**config.mk**
```make
export PLATFORM = sky130hd
export DESIGN_NAME = par_regs
export DESIGN_NICKNAME = d
export VERILOG_FILES = /design/src/logic/par_pkg.sv /design/src/logic/par_tick_if.sv /design/src/logic/par_clk_sel.sv /design/src/logic/par_regs.sv
export SDC_FILE = /design/constraint.sdc
export NUM_CORES = 1
export LEC_CHECK = 0
export CORE_MARGIN = 2
export CORE_UTILIZATION = 64
export CTS_BUF_LIST = sky130_fd_sc_hd__clkbuf_4 sky130_fd_sc_hd__clkbuf_8 sky130_fd_sc_hd__clkbuf_16
export DETAILED_ROUTE_END_ITERATION = 16
export DONT_BUFFER_PORTS = 1
export GPL_ROUTABILITY_DRIVEN = 0
export GPL_TIMING_DRIVEN = 0
export PLACE_DENSITY = 0.91
export SETUP_SLACK_MARGIN = 0.02
export SYNTH_ARGS = -nofsm -noshare
export SYNTH_HDL_FRONTEND = slang
export SYNTH_SLANG_ARGS = --single-unit
```
**constraint.sdc**
```tcl
create_clock -name core_clk_in -period 4.9 [get_ports core_clk_in]
set_input_delay 0.98 -clock core_clk_in [delete_from_list [all_inputs] [get_ports core_clk_in]]
set_output_delay 0.98 -clock core_clk_in [all_outputs]
set_load 0.02 [all_outputs]
```
**src/logic/par_pkg.sv**
```systemverilog
`default_nettype none
package par_pkg;

	// ---------------------------------------------------------------
	// register byte addresses
	// ---------------------------------------------------------------
	localparam logic [7:0] ACC_LOW_ADDR   = 8'h00;
	localparam logic [7:0] ACC_HIGH_ADDR  = 8'h04;
	localparam logic [7:0] ACC_UPPER_ADDR = 8'h08;
	localparam logic [7:0] INC_LOW_ADDR   = 8'h0c;
	localparam logic [7:0] INC_HIGH_ADDR  = 8'h10;
	localparam logic [7:0] CONTROL_ADDR   = 8'h14;
	localparam logic [7:0] CLOCK_ADDR     = 8'h18;
	localparam logic [7:0] STATUS_ADDR    = 8'h1c;

	// ---------------------------------------------------------------
	// widths and field positions
	// ---------------------------------------------------------------
	localparam int ACC_W        = 20;
	localparam int INC_W        = 16;
	localparam int CTL_EN_BIT   = 7;
	localparam int CTL_OUT_BIT  = 5;
	localparam int CTL_PFM_BIT  = 0;
	localparam int CLK_PWS_LSB  = 5;
	localparam int CLK_CKS_LSB  = 0;
	localparam int STS_FLAG_BIT = 0;

	// ---------------------------------------------------------------
	// reset values
	// ---------------------------------------------------------------
	localparam logic [19:0] ACC_RST     = 20'h0_0000;
	localparam logic [15:0] INC_RST     = 16'h0001;
	localparam logic [7:0]  INC_BUF_RST = 8'h00;

	// ---------------------------------------------------------------
	// clock source codes
	// ---------------------------------------------------------------
	localparam logic [1:0] CKS_HFOSC = 2'h0;
	localparam logic [1:0] CKS_SYS   = 2'h1;
	localparam logic [1:0] CKS_LC1   = 2'h2;
	localparam logic [1:0] CKS_PIN   = 2'h3;

	// ---------------------------------------------------------------
	// timing
	// ---------------------------------------------------------------
	localparam int CORE_MHZ  = 100;
	localparam int HFOSC_MHZ = 16;

endpackage
`default_nettype wire

```
**src/logic/par_tick_if.sv**
```systemverilog
`timescale 1ns/10ps
`default_nettype none
interface par_tick_if;
	logic [1:0] oscillator_clock_select;
	logic       tick;
	modport src (input oscillator_clock_select, output tick);
	modport dst (output oscillator_clock_select, input tick);
endinterface
`default_nettype wire
```
**src/logic/par_clk_sel.sv**
```systemverilog
`timescale 1ns/10ps
`default_nettype none
module par_clk_sel (
	// clock and reset
	input  wire logic core_clk_in,
	input  wire logic sys_rst_in,
	// asynchronous sources
	input  wire logic external_oscillator_clock_pin_in,
	input  wire logic logic_cell_one_output_in,
	// tick to the accumulator
	par_tick_if.src   tk
);
	typedef struct packed {
		logic       pin_s1;
		logic       pin_s2;
		logic       pin_d;
		logic       lc_s1;
		logic       lc_s2;
		logic       lc_d;
		logic [6:0] frac;
		logic       tick;
	} par_sel_s;

	par_sel_s sel_reg;
	par_sel_s sel_next;

	// ---------------------------------------------------------------
	// source select and rate enable
	// ---------------------------------------------------------------
	// 16 MHz from 100 MHz by fractional stepping: pulses are not evenly spaced
	always_comb begin
		sel_next        = sel_reg;
		sel_next.pin_s1 = external_oscillator_clock_pin_in;
		sel_next.pin_s2 = sel_reg.pin_s1;
		sel_next.pin_d  = sel_reg.pin_s2;
		sel_next.lc_s1  = logic_cell_one_output_in;
		sel_next.lc_s2  = sel_reg.lc_s1;
		sel_next.lc_d   = sel_reg.lc_s2;
		if (sel_reg.frac + 7'(par_pkg::HFOSC_MHZ) >= 7'(par_pkg::CORE_MHZ)) begin
			sel_next.frac = sel_reg.frac + 7'(par_pkg::HFOSC_MHZ) - 7'(par_pkg::CORE_MHZ);
		end else begin
			sel_next.frac = sel_reg.frac + 7'(par_pkg::HFOSC_MHZ);
		end
		case (tk.oscillator_clock_select)
			par_pkg::CKS_PIN:   sel_next.tick = sel_reg.pin_s2 & ~sel_reg.pin_d;
			par_pkg::CKS_LC1:   sel_next.tick = sel_reg.lc_s2 & ~sel_reg.lc_d;
			par_pkg::CKS_SYS:   sel_next.tick = 1'b1;
			par_pkg::CKS_HFOSC: sel_next.tick =
				(sel_reg.frac + 7'(par_pkg::HFOSC_MHZ) >= 7'(par_pkg::CORE_MHZ));
			default:            sel_next.tick = 1'b0;
		endcase
	end

	always_ff @(posedge core_clk_in or posedge sys_rst_in) begin
		if (sys_rst_in) begin
			sel_reg <= '0;
		end else begin
			sel_reg <= sel_next;
		end
	end

	assign tk.tick = sel_reg.tick;
endmodule
`default_nettype wire

```
**src/logic/par_regs.sv**
```systemverilog
// Overview of operation
// - accumulator bits 7..0 readable and writable as the low byte register
// - accumulator bits 15..8 readable and writable as the high byte register
// - accumulator bits 19..16 sit in bits 3..0 of the upper byte register
// - upper byte bits 7..4 read as zero and ignore writes
// - increment low byte is read/write and resets to 0x01
// - increment high byte is read/write and resets to zero
// - accumulator and increment high byte reset to zero on every reset
// - accumulator overflow sets the interrupt flag until software clears it
// - pulse frequency output pulse lasts 2**code oscillator clock periods
// - two-bit code selects pin, logic cell, system clock or 16 MHz source
//
// The implementer's own choices: the placing of the registers and the APB slave port.
`timescale 1ns/10ps
`default_nettype none
module par_regs (
	// clock and reset
	input  wire logic        core_clk_in,
	input  wire logic        sys_rst_in,
	// apb slave
	input  wire logic        psel_in,
	input  wire logic        penable_in,
	input  wire logic        pwrite_in,
	input  wire logic [7:0]  paddr_in,
	input  wire logic [31:0] pwdata_in,
	output var  logic [31:0] prdata_out,
	output var  logic        pready_out,
	output var  logic        pslverr_out,
	// clock sources
	input  wire logic        external_oscillator_clock_pin_in,
	input  wire logic        logic_cell_one_output_in,
	// oscillator results
	output var  logic        oscillator_out,
	output var  logic        accumulator_carry_event_out,
	output var  logic        oscillator_interrupt_flag_out
);
	typedef struct packed {
		logic [19:0] acc;
		logic [15:0] inc;
		logic [7:0]  inc_buf;
		logic        en;
		logic        pfm;
		logic [2:0]  pws;
		logic [1:0]  cks;
		logic        flag;
		logic        out;
		logic [7:0]  pw_cnt;
		logic        carry;
		logic [31:0] prdata;
	} par_top_s;

	par_top_s   st_reg;
	par_top_s   st_next;
	par_tick_if tk ();

	logic        wr_access;
	logic        rd_setup;
	logic        addr_hit;
	logic [20:0] acc_sum;
	logic        acc_carry;
	logic [31:0] rd_value;

	par_clk_sel u_clk_sel (
		.core_clk_in                      (core_clk_in),
		.sys_rst_in                       (sys_rst_in),
		.external_oscillator_clock_pin_in (external_oscillator_clock_pin_in),
		.logic_cell_one_output_in         (logic_cell_one_output_in),
		.tk                               (tk.src)
	);

	assign tk.oscillator_clock_select = st_reg.cks;

	// ---------------------------------------------------------------
	// bus decode
	// ---------------------------------------------------------------
	assign wr_access = psel_in & penable_in & pwrite_in;
	assign rd_setup  = psel_in & ~penable_in & ~pwrite_in;
	assign addr_hit  = (paddr_in <= par_pkg::STATUS_ADDR) && (paddr_in[1:0] == 2'h0);

	always_comb begin
		rd_value = 32'h0000_0000;
		case (paddr_in)
			par_pkg::ACC_LOW_ADDR:   rd_value[7:0] = st_reg.acc[7:0];
			par_pkg::ACC_HIGH_ADDR:  rd_value[7:0] = st_reg.acc[15:8];
			par_pkg::ACC_UPPER_ADDR: rd_value[3:0] = st_reg.acc[19:16];
			par_pkg::INC_LOW_ADDR:   rd_value[7:0] = st_reg.inc[7:0];
			par_pkg::INC_HIGH_ADDR:  rd_value[7:0] = st_reg.inc_buf;
			par_pkg::CONTROL_ADDR: begin
				rd_value[par_pkg::CTL_EN_BIT]  = st_reg.en;
				rd_value[par_pkg::CTL_OUT_BIT] = st_reg.out;
				rd_value[par_pkg::CTL_PFM_BIT] = st_reg.pfm;
			end
			par_pkg::CLOCK_ADDR: begin
				rd_value[par_pkg::CLK_PWS_LSB +: 3] = st_reg.pws;
				rd_value[par_pkg::CLK_CKS_LSB +: 2] = st_reg.cks;
			end
			par_pkg::STATUS_ADDR:    rd_value[par_pkg::STS_FLAG_BIT] = st_reg.flag;
			default:                 rd_value = 32'h0000_0000;
		endcase
	end

	// ---------------------------------------------------------------
	// accumulator
	// ---------------------------------------------------------------
	assign acc_sum   = {1'b0, st_reg.acc} + {5'h00, st_reg.inc};
	assign acc_carry = tk.tick & st_reg.en & acc_sum[20];

	always_comb begin
		st_next       = st_reg;
		st_next.carry = acc_carry;
		if (tk.tick && st_reg.en) begin
			st_next.acc = acc_sum[19:0];
		end
		// output stage
		if (!st_reg.en) begin
			st_next.out    = 1'b0;
			st_next.pw_cnt = 8'h00;
		end else if (acc_carry) begin
			if (st_reg.pfm) begin
				st_next.out    = 1'b1;
				st_next.pw_cnt = (8'h01 << st_reg.pws) - 8'h01;
			end else begin
				st_next.out = ~st_reg.out;
			end
		end else if (tk.tick && st_reg.pfm && st_reg.out) begin
			if (st_reg.pw_cnt == 8'h00) begin
				st_next.out = 1'b0;
			end else begin
				st_next.pw_cnt = st_reg.pw_cnt - 8'h01;
			end
		end
		// software writes land after accumulation so the written byte wins
		if (wr_access) begin
			case (paddr_in)
				par_pkg::ACC_LOW_ADDR:   st_next.acc[7:0]   = pwdata_in[7:0];
				par_pkg::ACC_HIGH_ADDR:  st_next.acc[15:8]  = pwdata_in[7:0];
				par_pkg::ACC_UPPER_ADDR: st_next.acc[19:16] = pwdata_in[3:0];
				par_pkg::INC_LOW_ADDR:   st_next.inc = {st_reg.inc_buf, pwdata_in[7:0]};
				par_pkg::INC_HIGH_ADDR:  st_next.inc_buf = pwdata_in[7:0];
				par_pkg::CONTROL_ADDR: begin
					st_next.en  = pwdata_in[par_pkg::CTL_EN_BIT];
					st_next.pfm = pwdata_in[par_pkg::CTL_PFM_BIT];
				end
				par_pkg::CLOCK_ADDR: begin
					st_next.pws = pwdata_in[par_pkg::CLK_PWS_LSB +: 3];
					st_next.cks = pwdata_in[par_pkg::CLK_CKS_LSB +: 2];
				end
				par_pkg::STATUS_ADDR: begin
					if (pwdata_in[par_pkg::STS_FLAG_BIT]) begin
						st_next.flag = 1'b0;
					end
				end
				default: st_next.flag = st_next.flag;
			endcase
		end
		// a carry in the clearing cycle still leaves the flag set
		if (acc_carry) begin
			st_next.flag = 1'b1;
		end
		if (rd_setup) begin
			st_next.prdata = addr_hit ? rd_value : 32'h0000_0000;
		end
	end

	always_ff @(posedge core_clk_in or posedge sys_rst_in) begin
		if (sys_rst_in) begin
			st_reg         <= '0;
			st_reg.acc     <= par_pkg::ACC_RST;
			st_reg.inc     <= par_pkg::INC_RST;
			st_reg.inc_buf <= par_pkg::INC_BUF_RST;
		end else begin
			st_reg <= st_next;
		end
	end

	// ---------------------------------------------------------------
	// outputs
	// ---------------------------------------------------------------
	assign prdata_out                    = st_reg.prdata;
	assign pready_out                    = 1'b1;
	assign pslverr_out                   = psel_in & penable_in & ~addr_hit;
	assign oscillator_out                = st_reg.out;
	assign accumulator_carry_event_out   = st_reg.carry;
	assign oscillator_interrupt_flag_out = st_reg.flag;
endmodule
`default_nettype wire

```
### Yosys cells after proc, flatten, opt, wreduce, memory -nomap -nowiden

Cells that the tools add are included.

* bits in registers: 108
* bits in latches: 0
* memory bits (writable): 0
* memory bits (read-only): 0
* word-level logic and storage cells: 104
* memories kept: 0

* add/subtract/negate cells: 5
* $mul: 0
* divide/modulo/power cells: 0
* order comparisons: 2
* equal/unequal tests: 14
* shift operators: 1
* multiplexer cells: 29
* bitwise logic cells: 15
* reductions and logical operators: 18

Operator list (count)
* $mux 52: 1
* $mux 8: 6
* $eq 8x5->1 const B: 4
* $mux 9: 3
* $add 20x16->21: 1
* $mux 20: 1
* $pmux 1 s6: 3
* $eq 8x4->1 const B: 2
* $logic_not 8->1: 2
* $mux 16: 1
* $sub 8x1->8 const B: 2
* $pmux 2 s5: 1
* $reduce_and 2->1: 5
* $and 1x1->1: 9
* $eq 8x3->1 const B: 1
* $le 8x5->1 const B: 1
* $pmux 1 s4: 2
* $pmux 1 s8: 1
* $shl 1x3->8 const A: 1
* $add 7x5->7 const B: 1
* $ge 7x7->1 const B: 1
* $mux 7: 1
* $sub 7x7->7 const B: 1
* $ne 3x1->1 const B: 2
* 13 further kinds: 31

### Longest topological paths before layout

Gate-level depths: netlist (run 1).

* depth after elaboration: 5
* depth in mapped cells: 16
* depth with buffers taken out: 14

### By module

From an unflattened synthesis (run 1), not the netlist that was laid out.

* cell total of the unflattened synthesis: 532
* area, all modules: 5181.2 um^2

Modules (own cells, without submodules)
* par_regs: times used 1, cells each 489, area an instance 4662.0 um^2, seq. area each 1752.9 um^2
* par_clk_sel: times used 1, cells each 43, area an instance 519.2 um^2, seq. area each 300.3 um^2

### Worst setup path before layout (run 1)

Ideal clock, no wire load.

* path kind: register to register
* from: register st_reg[74] in the netlist's numbering
* to: register st_reg[39] in the netlist's numbering
* library setup time: 0.122 ns
* data arrival time: 3.446 ns
* data required time: 4.778 ns
* path slack: 1.332 ns
* stages on the path, launching flop included: 16
* path buffers: 2
* period minus slack after synthesis: 3.568 ns
* cell sequence: dfrtp_1 -> ha_1 -> fa_1 -> a211oi_1 -> o211ai_1 -> nand4_1 -> nand3_2 -> buf_1 -> a31oi_1 -> ha_1 -> clkbuf_1 -> nand2b_1 -> or3_1 -> or3_1 -> a21oi_1 -> o2bb2ai_1

* word-level cells in the longest chain between the ends: 4
* elaborated cells on any way between the ends: 8
* those cells by class: 1 x add/sub; 3 x eq/ne; 2 x mux; 1 x bitwise; 1 x reduce/logical

RTL lines
* start, declared: line par_regs.sv:52 `par_top_s st_reg;`
* start signal, assigned: line par_regs.sv:172 `st_reg <= st_next;`
* $add 20x16->21 *: line par_regs.sv:105 `assign acc_sum = {1'b0, st_reg.acc} + {5'h00, st_reg.inc};`
* $and 1x1->1 *: line par_regs.sv:106 `assign acc_carry = tk.tick & st_reg.en & acc_sum[20];`
* via acc_carry: line par_regs.sv:60 `logic acc_carry;`
* $ne 3x3->1 (no source line) (tied with other cells)
* $reduce_and 3->1 (no source line) or $mux 9 (tied branches)

Mark *: on every way through the listed nets, which the timed path passes. The rest lies on a longest branch.
A chain may end at the register's enable or synchronous reset.

### Worst setup path after layout (run 1)

Same ends and word-level chain as after synthesis.

==> out/metrics.csv, run 1 <==
stage;metric;value;unit
clocking;postCtsHoldBufs;0;
synthesis;synth_top_family_by_area;simple AND/OR/NAND/NOR gates;
synthesis;yosysWarnings;0;
clocking;clock_latency;0.37;ns
grt;grt_pass1_wl;20.3;mm
routing;drt-total-wl;12.5;mm
sta;hold_viol_final;0;
sta;slew_viol_final;0;
clocking;cts_tree;built;
routing;vias;4250;
synthesis;synth_compound_area_share;15.5;%
outcome;status;complete, no violations;
synthesis;syn_area;5170;µm²
floorplanning;fp.dieH;93.8;µm
sta;setup_tns;0;ns
clocking;cts_sinks;82;
synthesis;synth_edf_count;0;
sta;fin_crit_sh;89.0;%
worst_setup_path;critPathMaxStageDelay;0.46;ns
worst_setup_path;cp.arrival;4.66;ns
clocking;clk_path_buf_depth;2;
grt;grt_usage;30.2;%
worst_setup_path;crit_path_end_kind;flop;
pwr;peakVddDrop;0.181;mV
job;drv_cap;0;
worst_setup_path;ff2ff_setup_slack;0.54;ns
routing;drtAntennaViolNets;0;
grt;grt_max_degree;66;
final_layout;area_growth;8.77;%
placement;numPortBuffers;0;
grt;first_global_vias;4133;
grt;antenna_found_initial;0;
worst_setup_path;cp.required;5.20;ns
sta;worst_slew_pin_slew;0.790;ns
grt;gr-total-overflow;0;
final_layout;n_fill_cell;529;
routing;via_per_inst;6.24;
final_layout;final_cell_mix;81 x dfrtp_1, 51 x nand2_1, 51 x nor2_1;
synthesis;yosys.area_share.simple;16.6;%
synthesis;ys.flop_type;dfrtp_1;
hold_path;hp-class;flop to flop;
sta;clock_skew;0.0132;ns
routing;drt_iter0_drc;430;
synthesis;synth_fa_ha_area_share;5.72;%
final_layout;layout-drive-gt1-share;20.0;%
sta;relSlewSlack;47.3;%
worst_setup_path;cp-start-kind;flop;
clocking;cts-buffers-inserted;9;
synthesis;synth_area_per_cell;9.58;µm²
clocking;cts-root-buf;clkbuf_8;
sta;max_freq;229;MHz
sta;rsz0062_at_grt;false;
placement;dp_hpwl;9.04;mm
worst_setup_path;cp_slowest_cell;fa_1;
clocking;path_clk_slew;0.09;ns
synthesis;yosysUniqueCellTypes;67;
clocking;post_cts_buffers;0;
final_layout;largest_register_ffs;57;
pwr;total_power;1.44;mW
synthesis;ys_seq_area_share;39.7;%
floorplanning;core_area;7770;µm²
floorplanning;dieArea;8810;µm²
worst_setup_path;path_max_fanout;10;
routing;drc;0;
pwr;power.density;257;nW/µm²
sta;setup_viol;0;
synthesis;synthArstFlopShare;100;%
pwr;p_leak;2.67;nW
clocking;cts_resized;0;
sta;period_needed;4.36;ns
clocking;htreeDepth;3;
routing;dr.pass1.iters;5;
floorplanning;start_util;66.5;%
synthesis;synth-xor-area-share;2.88;%
worst_setup_path;crit_type;flop to flop;
floorplanning;die_w;93.8;µm
floorplanning;num_io_pins;84;
placement;post-place-ws;0.708;ns
routing;routedWlPerCell;18.4;µm
worst_setup_path;cp_cell_sequence;ha_1 -> fa_1 -> a211oi_1 -> o211ai_1 -> nand4_1 -> nand3_2 -> buf_1 -> a31oi_1 -> ha_1 -> clkbuf_1 -> nand2b_1 -> or3_1 -> or3_1 -> a21oi_1 -> o2bb2ai_1;
sta;finalWorstSetupSlack;0.541;ns
synthesis;synthCells;539;
final_layout;n_antenna_cell;0;
final_layout;nets;644;
floorplanning;rows;32;
synthesis;yosys-mux-area-fraction;12.0;%
synthesis;yosys_register_bits;82;
final_layout;layout_commonest_cell;dfrtp_1;
==> critical path: cells and delay by family, from the launching register on <==
kind                     cells  cell delay (ns)
flip-flops                   1             0.41
AO/OA/AOI/OAI                5             1.14
AND/OR/NAND/NOR              5             1.23
buffers and inverters        2             0.62
adder cells (fa/ha/maj)      3             0.88
==> worst paths after layout <==
kind,cells past startpoint,start,end
hold reg to reg,0,u_clk_sel.sel_next[12],u_clk_sel.sel_next[11]
hold / removal,0,u_clk_sel.sel_next[12],u_clk_sel.sel_next[11]
max in group asynchronous,2,sys_rst_in,st_reg[70]
setup reg to reg,15,st_reg[74],st_reg[39]
setup / recovery,15,st_reg[74],st_reg[39]
min in group asynchronous,1,sys_rst_in,prdata_out[7]
==> synth_stat cells (all sizes together) (2+ instances only) <==
library cell	number	share of area [%]
xnor2	10	1.7
or4	3	0.58
or3	6	0.73
or2	3	0.36
inv	14	1.0
mux2	32	7.0
nand4	3	0.36
mux2i	17	3.3
a31oi	7	0.85
nand2	54	4.3
nand2b	5	0.61
o21ai	42	4.2
nand3b	2	0.29
and3	4	0.51
a221oi	5	1.2
a21o	7	1.0
a21oi	45	4.4
dfrtp	81	39
o211ai	3	0.44
mux4	4	1.7
xor2	7	1.2
buf	43	5.8
nor2	53	4.1
and2	3	0.44
o21a	4	0.58
o31a	2	0.34
clkbuf	8	0.58
nand3	13	1.4
ha	22	5.3
nor3	8	0.78
a211oi	4	0.68
conb	2	0.15
o32ai	2	0.34
nor2b	2	0.24
nor3b	3	0.53
==> metal layers <==
layer,share of wire (%),GRT usage [%],wire (µm)
met1,40,39.2,4960
met2,46,47.0,5750
met3,10,8.11,1290
met4,4.4,15.0,552
met5,0,0,0
==> power breakdown <==
group	leakage, nW	total (mW)	internal [mW]	switching (mW)
clock network	0.106	0.522	0.245	0.277
registers	1.01	0.715	0.697	0.0175
logic	1.56	0.207	0.0812	0.125
total	2.67	1.44	1.02	0.420
==> kinds of logic after synthesis <==
| family | count (synthesis) |
|---|---|
| mux | 53 |
| flops | 82 |
| compound gates | 130 |
| fa+ha+maj | 23 |
| xor+xnor | 17 |
| simple gates | 167 |
| buf+inv | 65 |
| other cells | 2 |
==> cell type report <==
cell class	count	area (µm²)	area share (%)
clock buffer	9	124	2.20
buffer	51	332	5.90
inverter	14	55.1	0.980
tap	102	128	2.27
multi-input combinational	415	2820	50.1
timing repair buffer	1	27.5	0.490
clock inverter	7	85.1	1.51
sequential	82	2050	36.5
==> through the flow <==
stage               hold WS, ns  cells  cell area (µm²)  utilization [%]
floorplan                 0.331    562             5250                -
global placement          0.335    664             5380             69.3
detailed placement        0.344    665             5410             69.7
CTS                       0.365    681             5620             72.3
global route              0.377    681             5620             72.3
finish                    0.362    681             5620             72.3
(Power assumes the default switching activity.)
==> run 2, diff against run 1 <==
--- a/config.mk
+++ b/config.mk
@@ -8,6 +8,7 @@
 export CORE_MARGIN = 2
 export CORE_UTILIZATION = 64
 export CTS_BUF_LIST = sky130_fd_sc_hd__clkbuf_4 sky130_fd_sc_hd__clkbuf_8 sky130_fd_sc_hd__clkbuf_16
+export CTS_CLUSTER_DIAMETER = 100
 export DETAILED_ROUTE_END_ITERATION = 16
 export DONT_BUFFER_PORTS = 1
 export GPL_ROUTABILITY_DRIVEN = 0
==> constraint.sdc (replaced) <==
create_clock -name core_clk_in -period 4.9 [get_ports core_clk_in]
set_input_delay 0.49 -clock core_clk_in [delete_from_list [all_inputs] [get_ports core_clk_in]]
set_output_delay 0.49 -clock core_clk_in [all_outputs]
set_load 0.02 [all_outputs]
==> run 2 against run 1 <==
Net effect: register-to-register slack about the same; highest routed layer unchanged; via count increased by 0.94%; cell count increased by 0.15%.
==> out/metrics.csv, run 2 (same netlist as run 1, synthesis figures left out) <==
stage;metric;value;unit
outcome;status;complete, no violations;
grt;grt_max_degree;66;
routing;vias;4290;
sta;worst_slew_pin_slew;0.803;ns
sta;setup_viol;0;
final_layout;n_antenna_cell;0;
worst_setup_path;cp_cell_sequence;ha_1 -> fa_1 -> a211oi_1 -> o211ai_1 -> nand4_1 -> nand3_2 -> buf_1 -> a31oi_1 -> ha_1 -> clkbuf_1 -> nand2b_1 -> or3_1 -> or3_1 -> a21oi_1 -> o2bb2ai_1;
clocking;path_clk_slew;0.09;ns
sta;clock_skew;0.0104;ns
worst_setup_path;cp.required;5.20;ns
pwr;p_sw_share;29.0;%
sta;relSlewSlack;46.5;%
final_layout;layout-drive-gt1-share;20.0;%
sta;period_needed;4.34;ns
clocking;cts_tree;built;
clocking;clk_path_buf_depth;2;
pwr;intPower;1.02;mW
grt;grt_pass1_wl;20.4;mm
routing;drc;0;
clocking;cts_resized;0;
routing;drtAntennaViolNets;0;
job;drv_cap;0;
sta;setup_tns;0;ns
worst_setup_path;crit_path_end_kind;flop;
pwr;p_comb_share;14.4;%
grt;gr-total-overflow;0;
final_layout;area_growth;8.96;%
hold_path;min_to;u_clk_sel.sel_next[12];
pwr;seq_power_share;49.6;%
pwr;switchingPower;419;µW
sta;holdWs;0.135;ns
placement;dp_hpwl;9.04;mm
grt;antenna_found_initial;0;
routing;drt_iter0_drc;457;
worst_setup_path;cp.arrival;4.65;ns
clocking;cts_sinks;82;
floorplanning;die_w;93.8;µm
worst_setup_path;reg2reg_depth;15;
floorplanning;num_io_pins;84;
hold_path;hold_depth;0;
sta;max_freq;230;MHz
hold_path;min_from;external_oscillator_clock_pin_in;
final_layout;ff_latch_area;2050;µm²
final_layout;multi_input_area;2820;µm²
worst_setup_path;r2r_start;st_reg[74];
final_layout;layout_commonest_cell;dfrtp_1;
floorplanning;fp.dieH;93.8;µm
floorplanning;dieArea;8810;µm²
routing;drt-total-wl;12.6;mm
floorplanning;rows;32;
worst_setup_path;ff2ff_setup_slack;0.56;ns
pwr;power.density;256;nW/µm²
routing;via_per_inst;6.29;
clocking;cts-buffers-inserted;9;
worst_setup_path;cp_num_buf_inv;2;
final_layout;nets;645;
clocking;htreeDepth;3;
worst_setup_path;path_delay_family;simple AND/OR/NAND/NOR gates;
final_layout;n_fill_cell;523;
sta;hold_viol_final;0;
clocking;clock_latency;0.37;ns
worst_setup_path;r2r-end;st_reg[39];
final_layout;final_cell_mix;81 x dfrtp_1, 51 x nand2_1, 51 x nor2_1;
clocking;cts-root-buf;clkbuf_8;
routing;dr.pass1.iters;7;
floorplanning;start_util;66.5;%
sta;rsz0062_at_grt;false;
worst_setup_path;crit_type;flop to flop;
pwr;p_leak;2.68;nW
floorplanning;core_area;7770;µm²
worst_setup_path;cp_slowest_cell;fa_1;
pwr;p_clk_share;36.1;%
placement;numPortBuffers;0;
worst_setup_path;critPathMaxStageDelay;0.47;ns
final_layout;largest_register_ffs;57;
grt;grt_usage;30.3;%
worst_setup_path;startpoint;st_reg[74];
hold_path;hp-class;primary input to flop;
sta;fin_crit_sh;88.7;%
worst_setup_path;path_max_fanout;10;
sta;slew_viol_final;0;
routing;routedWlPerCell;18.5;µm
grt;first_global_vias;4145;
pwr;peakVddDrop;0.178;mV
worst_setup_path;cp-start-kind;flop;
## run 2: area by class of cell
class / instances / share of cell area [%]
flip-flops and latches: 82 / 36.5
inverters: 14 / 0.978
clock inverters: 7 / 1.51
repair buffers: 2 / 0.667
clock buffers: 9 / 2.20
multi-input cells: 415 / 50.0
well taps: 102 / 2.27
plain buffers: 51 / 5.89
## run 2: how the worst max path moves through the flow
stage                 end  slack [ns]  depth (start not counted)
3_5_place_dp   st_reg[39]        0.71                         15
4_1_cts        st_reg[39]        0.66                         15
3_3_place_gp   st_reg[39]        0.83                         15
2_1_floorplan  st_reg[39]        1.33                         15
6_report       st_reg[39]        0.56                         15
5_1_grt        st_reg[39]        0.28                         15
## run 2: stage by stage
| stage | util, % | cells | setup WS (ns) | area (µm²) | total power [mW] |
|---|---|---|---|---|---|
| after floorplan | - | 562 | 1.33 | 5250 | 0.889 |
| after global placement | 69.3 | 664 | 0.834 | 5380 | 0.917 |
| after detailed placement | 69.7 | 665 | 0.708 | 5410 | 0.927 |
| after CTS | 72.5 | 682 | 0.660 | 5630 | 1.44 |
| after global routing | 72.5 | 682 | 0.285 | 5630 | 1.50 |
| final | 72.5 | 682 | 0.555 | 5630 | 1.44 |
## run 2: layer usage
layer  vias to the layer above  track usage [%]  share of wire [%]
met3                        65             8.11                 11
met1                      2006             39.4                 38
met4                         0             15.0                4.8
li1                       1939                -                  -
met5                         -                0                  0
met2                       280             47.0                 46
## run 2: repair_timing
item | 4_1_cts | 5_1_grt
hold buffers | 1 | 0
hold endpoints to repair | 16 | 0
setup buffers | 0 | 0
setup endpoints to repair | 0 | 0
## run 2: power by group through the flow
stage          sequential [mW]  combinational [mW]  clock, mW
2_1_floorplan            0.722               0.167          0
3_3_place_gp             0.726               0.190          0
3_5_place_dp             0.727               0.200          0
4_1_cts                  0.714               0.204      0.527
5_1_grt                  0.717               0.227      0.559
6_report                 0.715               0.208      0.520
==> run 3, diff against run 2 <==
--- a/config.mk
+++ b/config.mk
@@ -13,7 +13,7 @@
 export DONT_BUFFER_PORTS = 1
 export GPL_ROUTABILITY_DRIVEN = 0
 export GPL_TIMING_DRIVEN = 0
-export PLACE_DENSITY = 0.91
+export PLACE_DENSITY = 0.8
 export SETUP_SLACK_MARGIN = 0.02
 export SYNTH_ARGS = -nofsm -noshare
 export SYNTH_HDL_FRONTEND = slang
==> constraint.sdc (replaced) <==
create_clock -name core_clk_in -period 4.2 [get_ports core_clk_in]
set_input_delay 0.42 -clock core_clk_in [delete_from_list [all_inputs] [get_ports core_clk_in]]
set_output_delay 0.42 -clock core_clk_in [all_outputs]
set_load 0.02 [all_outputs]
==> run 3 against run 2 <==
Net effect: die area unchanged; worst setup slack got worse by 0.29 ns; first-iteration DRC count fell by 6.8%; register-to-register slack lost 0.29 ns.
==> out/metrics.csv, run 3 (same netlist as run 1, synthesis figures left out) <==
stage;metric;value;unit
routing;drt_iter0_drc;426;
sta;fin_crit_sh;93.7;%
final_layout;final_cell_mix;81 x dfrtp_1, 51 x nand2_1, 51 x nor2_1;
pwr;p_leak;2.66;nW
worst_setup_path;cp.arrival;4.24;ns
sta;relSlewSlack;48.8;%
worst_setup_path;reg2reg_depth;14;
grt;grt_pass1_wl;19.9;mm
final_layout;n_fill_cell;588;
clocking;htreeDepth;3;
worst_setup_path;crit_type;flop to flop;
routing;drc;0;
worst_setup_path;path_delay_family;simple AND/OR/NAND/NOR gates;
worst_setup_path;startpoint;st_reg[74];
clocking;clock_latency;0.38;ns
clocking;cts-buffers-inserted;9;
routing;drtAntennaViolNets;0;
placement;place_inst;665;
sta;setup_viol;0;
sta;hold_viol_final;0;
placement;dp_hpwl;9.01;mm
clocking;clk_path_buf_depth;2;
floorplanning;fp.dieH;93.8;µm
final_layout;layout-drive-gt1-share;20.6;%
routing;dr.pass1.iters;5;
floorplanning;die_w;93.8;µm
floorplanning;num_io_pins;84;
routing;routedWlPerCell;18.2;µm
sta;rsz0062_at_grt;false;
pwr;power.density;291;nW/µm²
routing;via_per_inst;6.21;
clocking;cts-root-buf;clkbuf_8;
sta;clock_skew;0.0121;ns
clocking;cts_sinks;82;
floorplanning;dieArea;8810;µm²
grt;gr-total-overflow;0;
final_layout;largest_register_ffs;57;
sta;slew_viol_final;0;
worst_setup_path;crit_path_end_kind;flop;
placement;numPortBuffers;0;
sta;period_needed;3.94;ns
clocking;cts_tree;built;
sta;worst_slew_pin_slew;0.767;ns
grt;grt_max_degree;47;
hold_path;hp-class;primary input to flop;
final_layout;nets;644;
sta;max_freq;254;MHz
floorplanning;start_util;66.5;%
worst_setup_path;path_max_fanout;10;
job;drv_cap;0;
grt;first_global_vias;4002;
routing;vias;4230;
worst_setup_path;cp.required;4.50;ns
final_layout;n_antenna_cell;0;
hold_path;min_from;logic_cell_one_output_in;
worst_setup_path;cpMostUsedCell;or3_1;
worst_setup_path;critPathMaxStageDelay;0.47;ns
floorplanning;core_area;7770;µm²
hold_path;min_to;u_clk_sel.sel_next[9];
routing;drt-total-wl;12.4;mm
grt;antenna_found_initial;0;
floorplanning;rows;32;
worst_setup_path;cp_slowest_cell;fa_1;
grt;grt_usage;29.7;%
worst_setup_path;cp_num_buf_inv;1;
worst_setup_path;cp_cell_sequence;ha_1 -> fa_1 -> a211oi_2 -> o211ai_1 -> nand4_1 -> nand3_2 -> buf_2 -> a31oi_1 -> ha_2 -> nand2b_1 -> or3_1 -> or3_1 -> a21oi_1 -> o2bb2ai_1;
worst_setup_path;cp-start-kind;flop;
worst_setup_path;r2r_start;st_reg[74];
clocking;path_clk_slew;0.10;ns
final_layout;fin_cells;681;
worst_setup_path;ff2ff_setup_slack;0.26;ns
pwr;peakVddDrop;0.162;mV
final_layout;layout_commonest_cell;dfrtp_1;
worst_setup_path;r2r-end;st_reg[39];
final_layout;area_growth;8.57;%
outcome;status;complete, no violations;
hold_path;hold_depth;0;
final_layout;fin_util;72.2;%
run 3: routing by layer:
metal  GRT usage, %  vias to the layer above  wire length, µm
met1           40.7                     2041             5150
met3           5.22                       27             1180
met2           47.1                      231             5810
met5              0                        -                0
li1               -                     1931                -
met4           11.8                        0              289
run 3: worst max path at each step:
stage / end / slack, ns / cells past startpoint
after floorplan: st_reg[39] / 0.63 / 15
after global placement: st_reg[39] / 0.04 / 15
after detailed placement: st_reg[39] / -0.03 / 15
after CTS: st_reg[39] / 0.05 / 15
after global routing: st_reg[39] / 0.03 / 14
final: st_reg[39] / 0.26 / 14
run 3: timing repair:
item	4_1_cts	5_1_grt
hold buffers	1	0
endpoints found under the setup margin	1	2
buffers inserted	0	0
resized for setup	1	2
pin swaps	0	0
endpoints found under the hold margin	35	0
run 3: worst reg2reg max path, cell delays in order, from the launching register on:
cell and delay (ns):
dfrtp_1 0.42, ha_1 0.24, fa_1 0.47, a211oi_2 0.30, o211ai_1 0.21, nand4_1 0.16
nand3_2 0.21, buf_2 0.27, a31oi_1 0.20, ha_2 0.30, nand2b_1 0.12, or3_1 0.35
or3_1 0.32, a21oi_1 0.16, o2bb2ai_1 0.13
run 3: power breakdown:
group / switching [mW] / internal (mW)
clock network: 0.335 / 0.224
logic: 0.144 / 0.0954
registers: 0.0198 / 0.814
run 3: through the flow:
step / setup TNS (ns) / hold WS [ns] / instance area (µm²) / setup WS (ns) / power, mW
finish: 0 / 0.0626 / 5610 / 0.263 / 1.63
global route: 0 / 0.0494 / 5610 / 0.0330 / 1.68
CTS: 0 / 0.0588 / 5610 / 0.0527 / 1.62
detailed placement: -0.0250 / 0.346 / 5410 / -0.0250 / 1.08
global placement: 0 / 0.336 / 5380 / 0.0368 / 1.07
floorplan: 0 / 0.331 / 5250 / 0.632 / 1.04
run 3: final cells by class:
cell class	count	area, µm²	area share (%)
buffer	50	329	5.87
clock buffer	9	124	2.21
clock inverter	7	60.1	1.07
inverter	14	55.1	0.981
multi-input combinational	415	2820	50.3
sequential	82	2050	36.6
tap	102	128	2.28
timing repair buffer	2	37.5	0.669
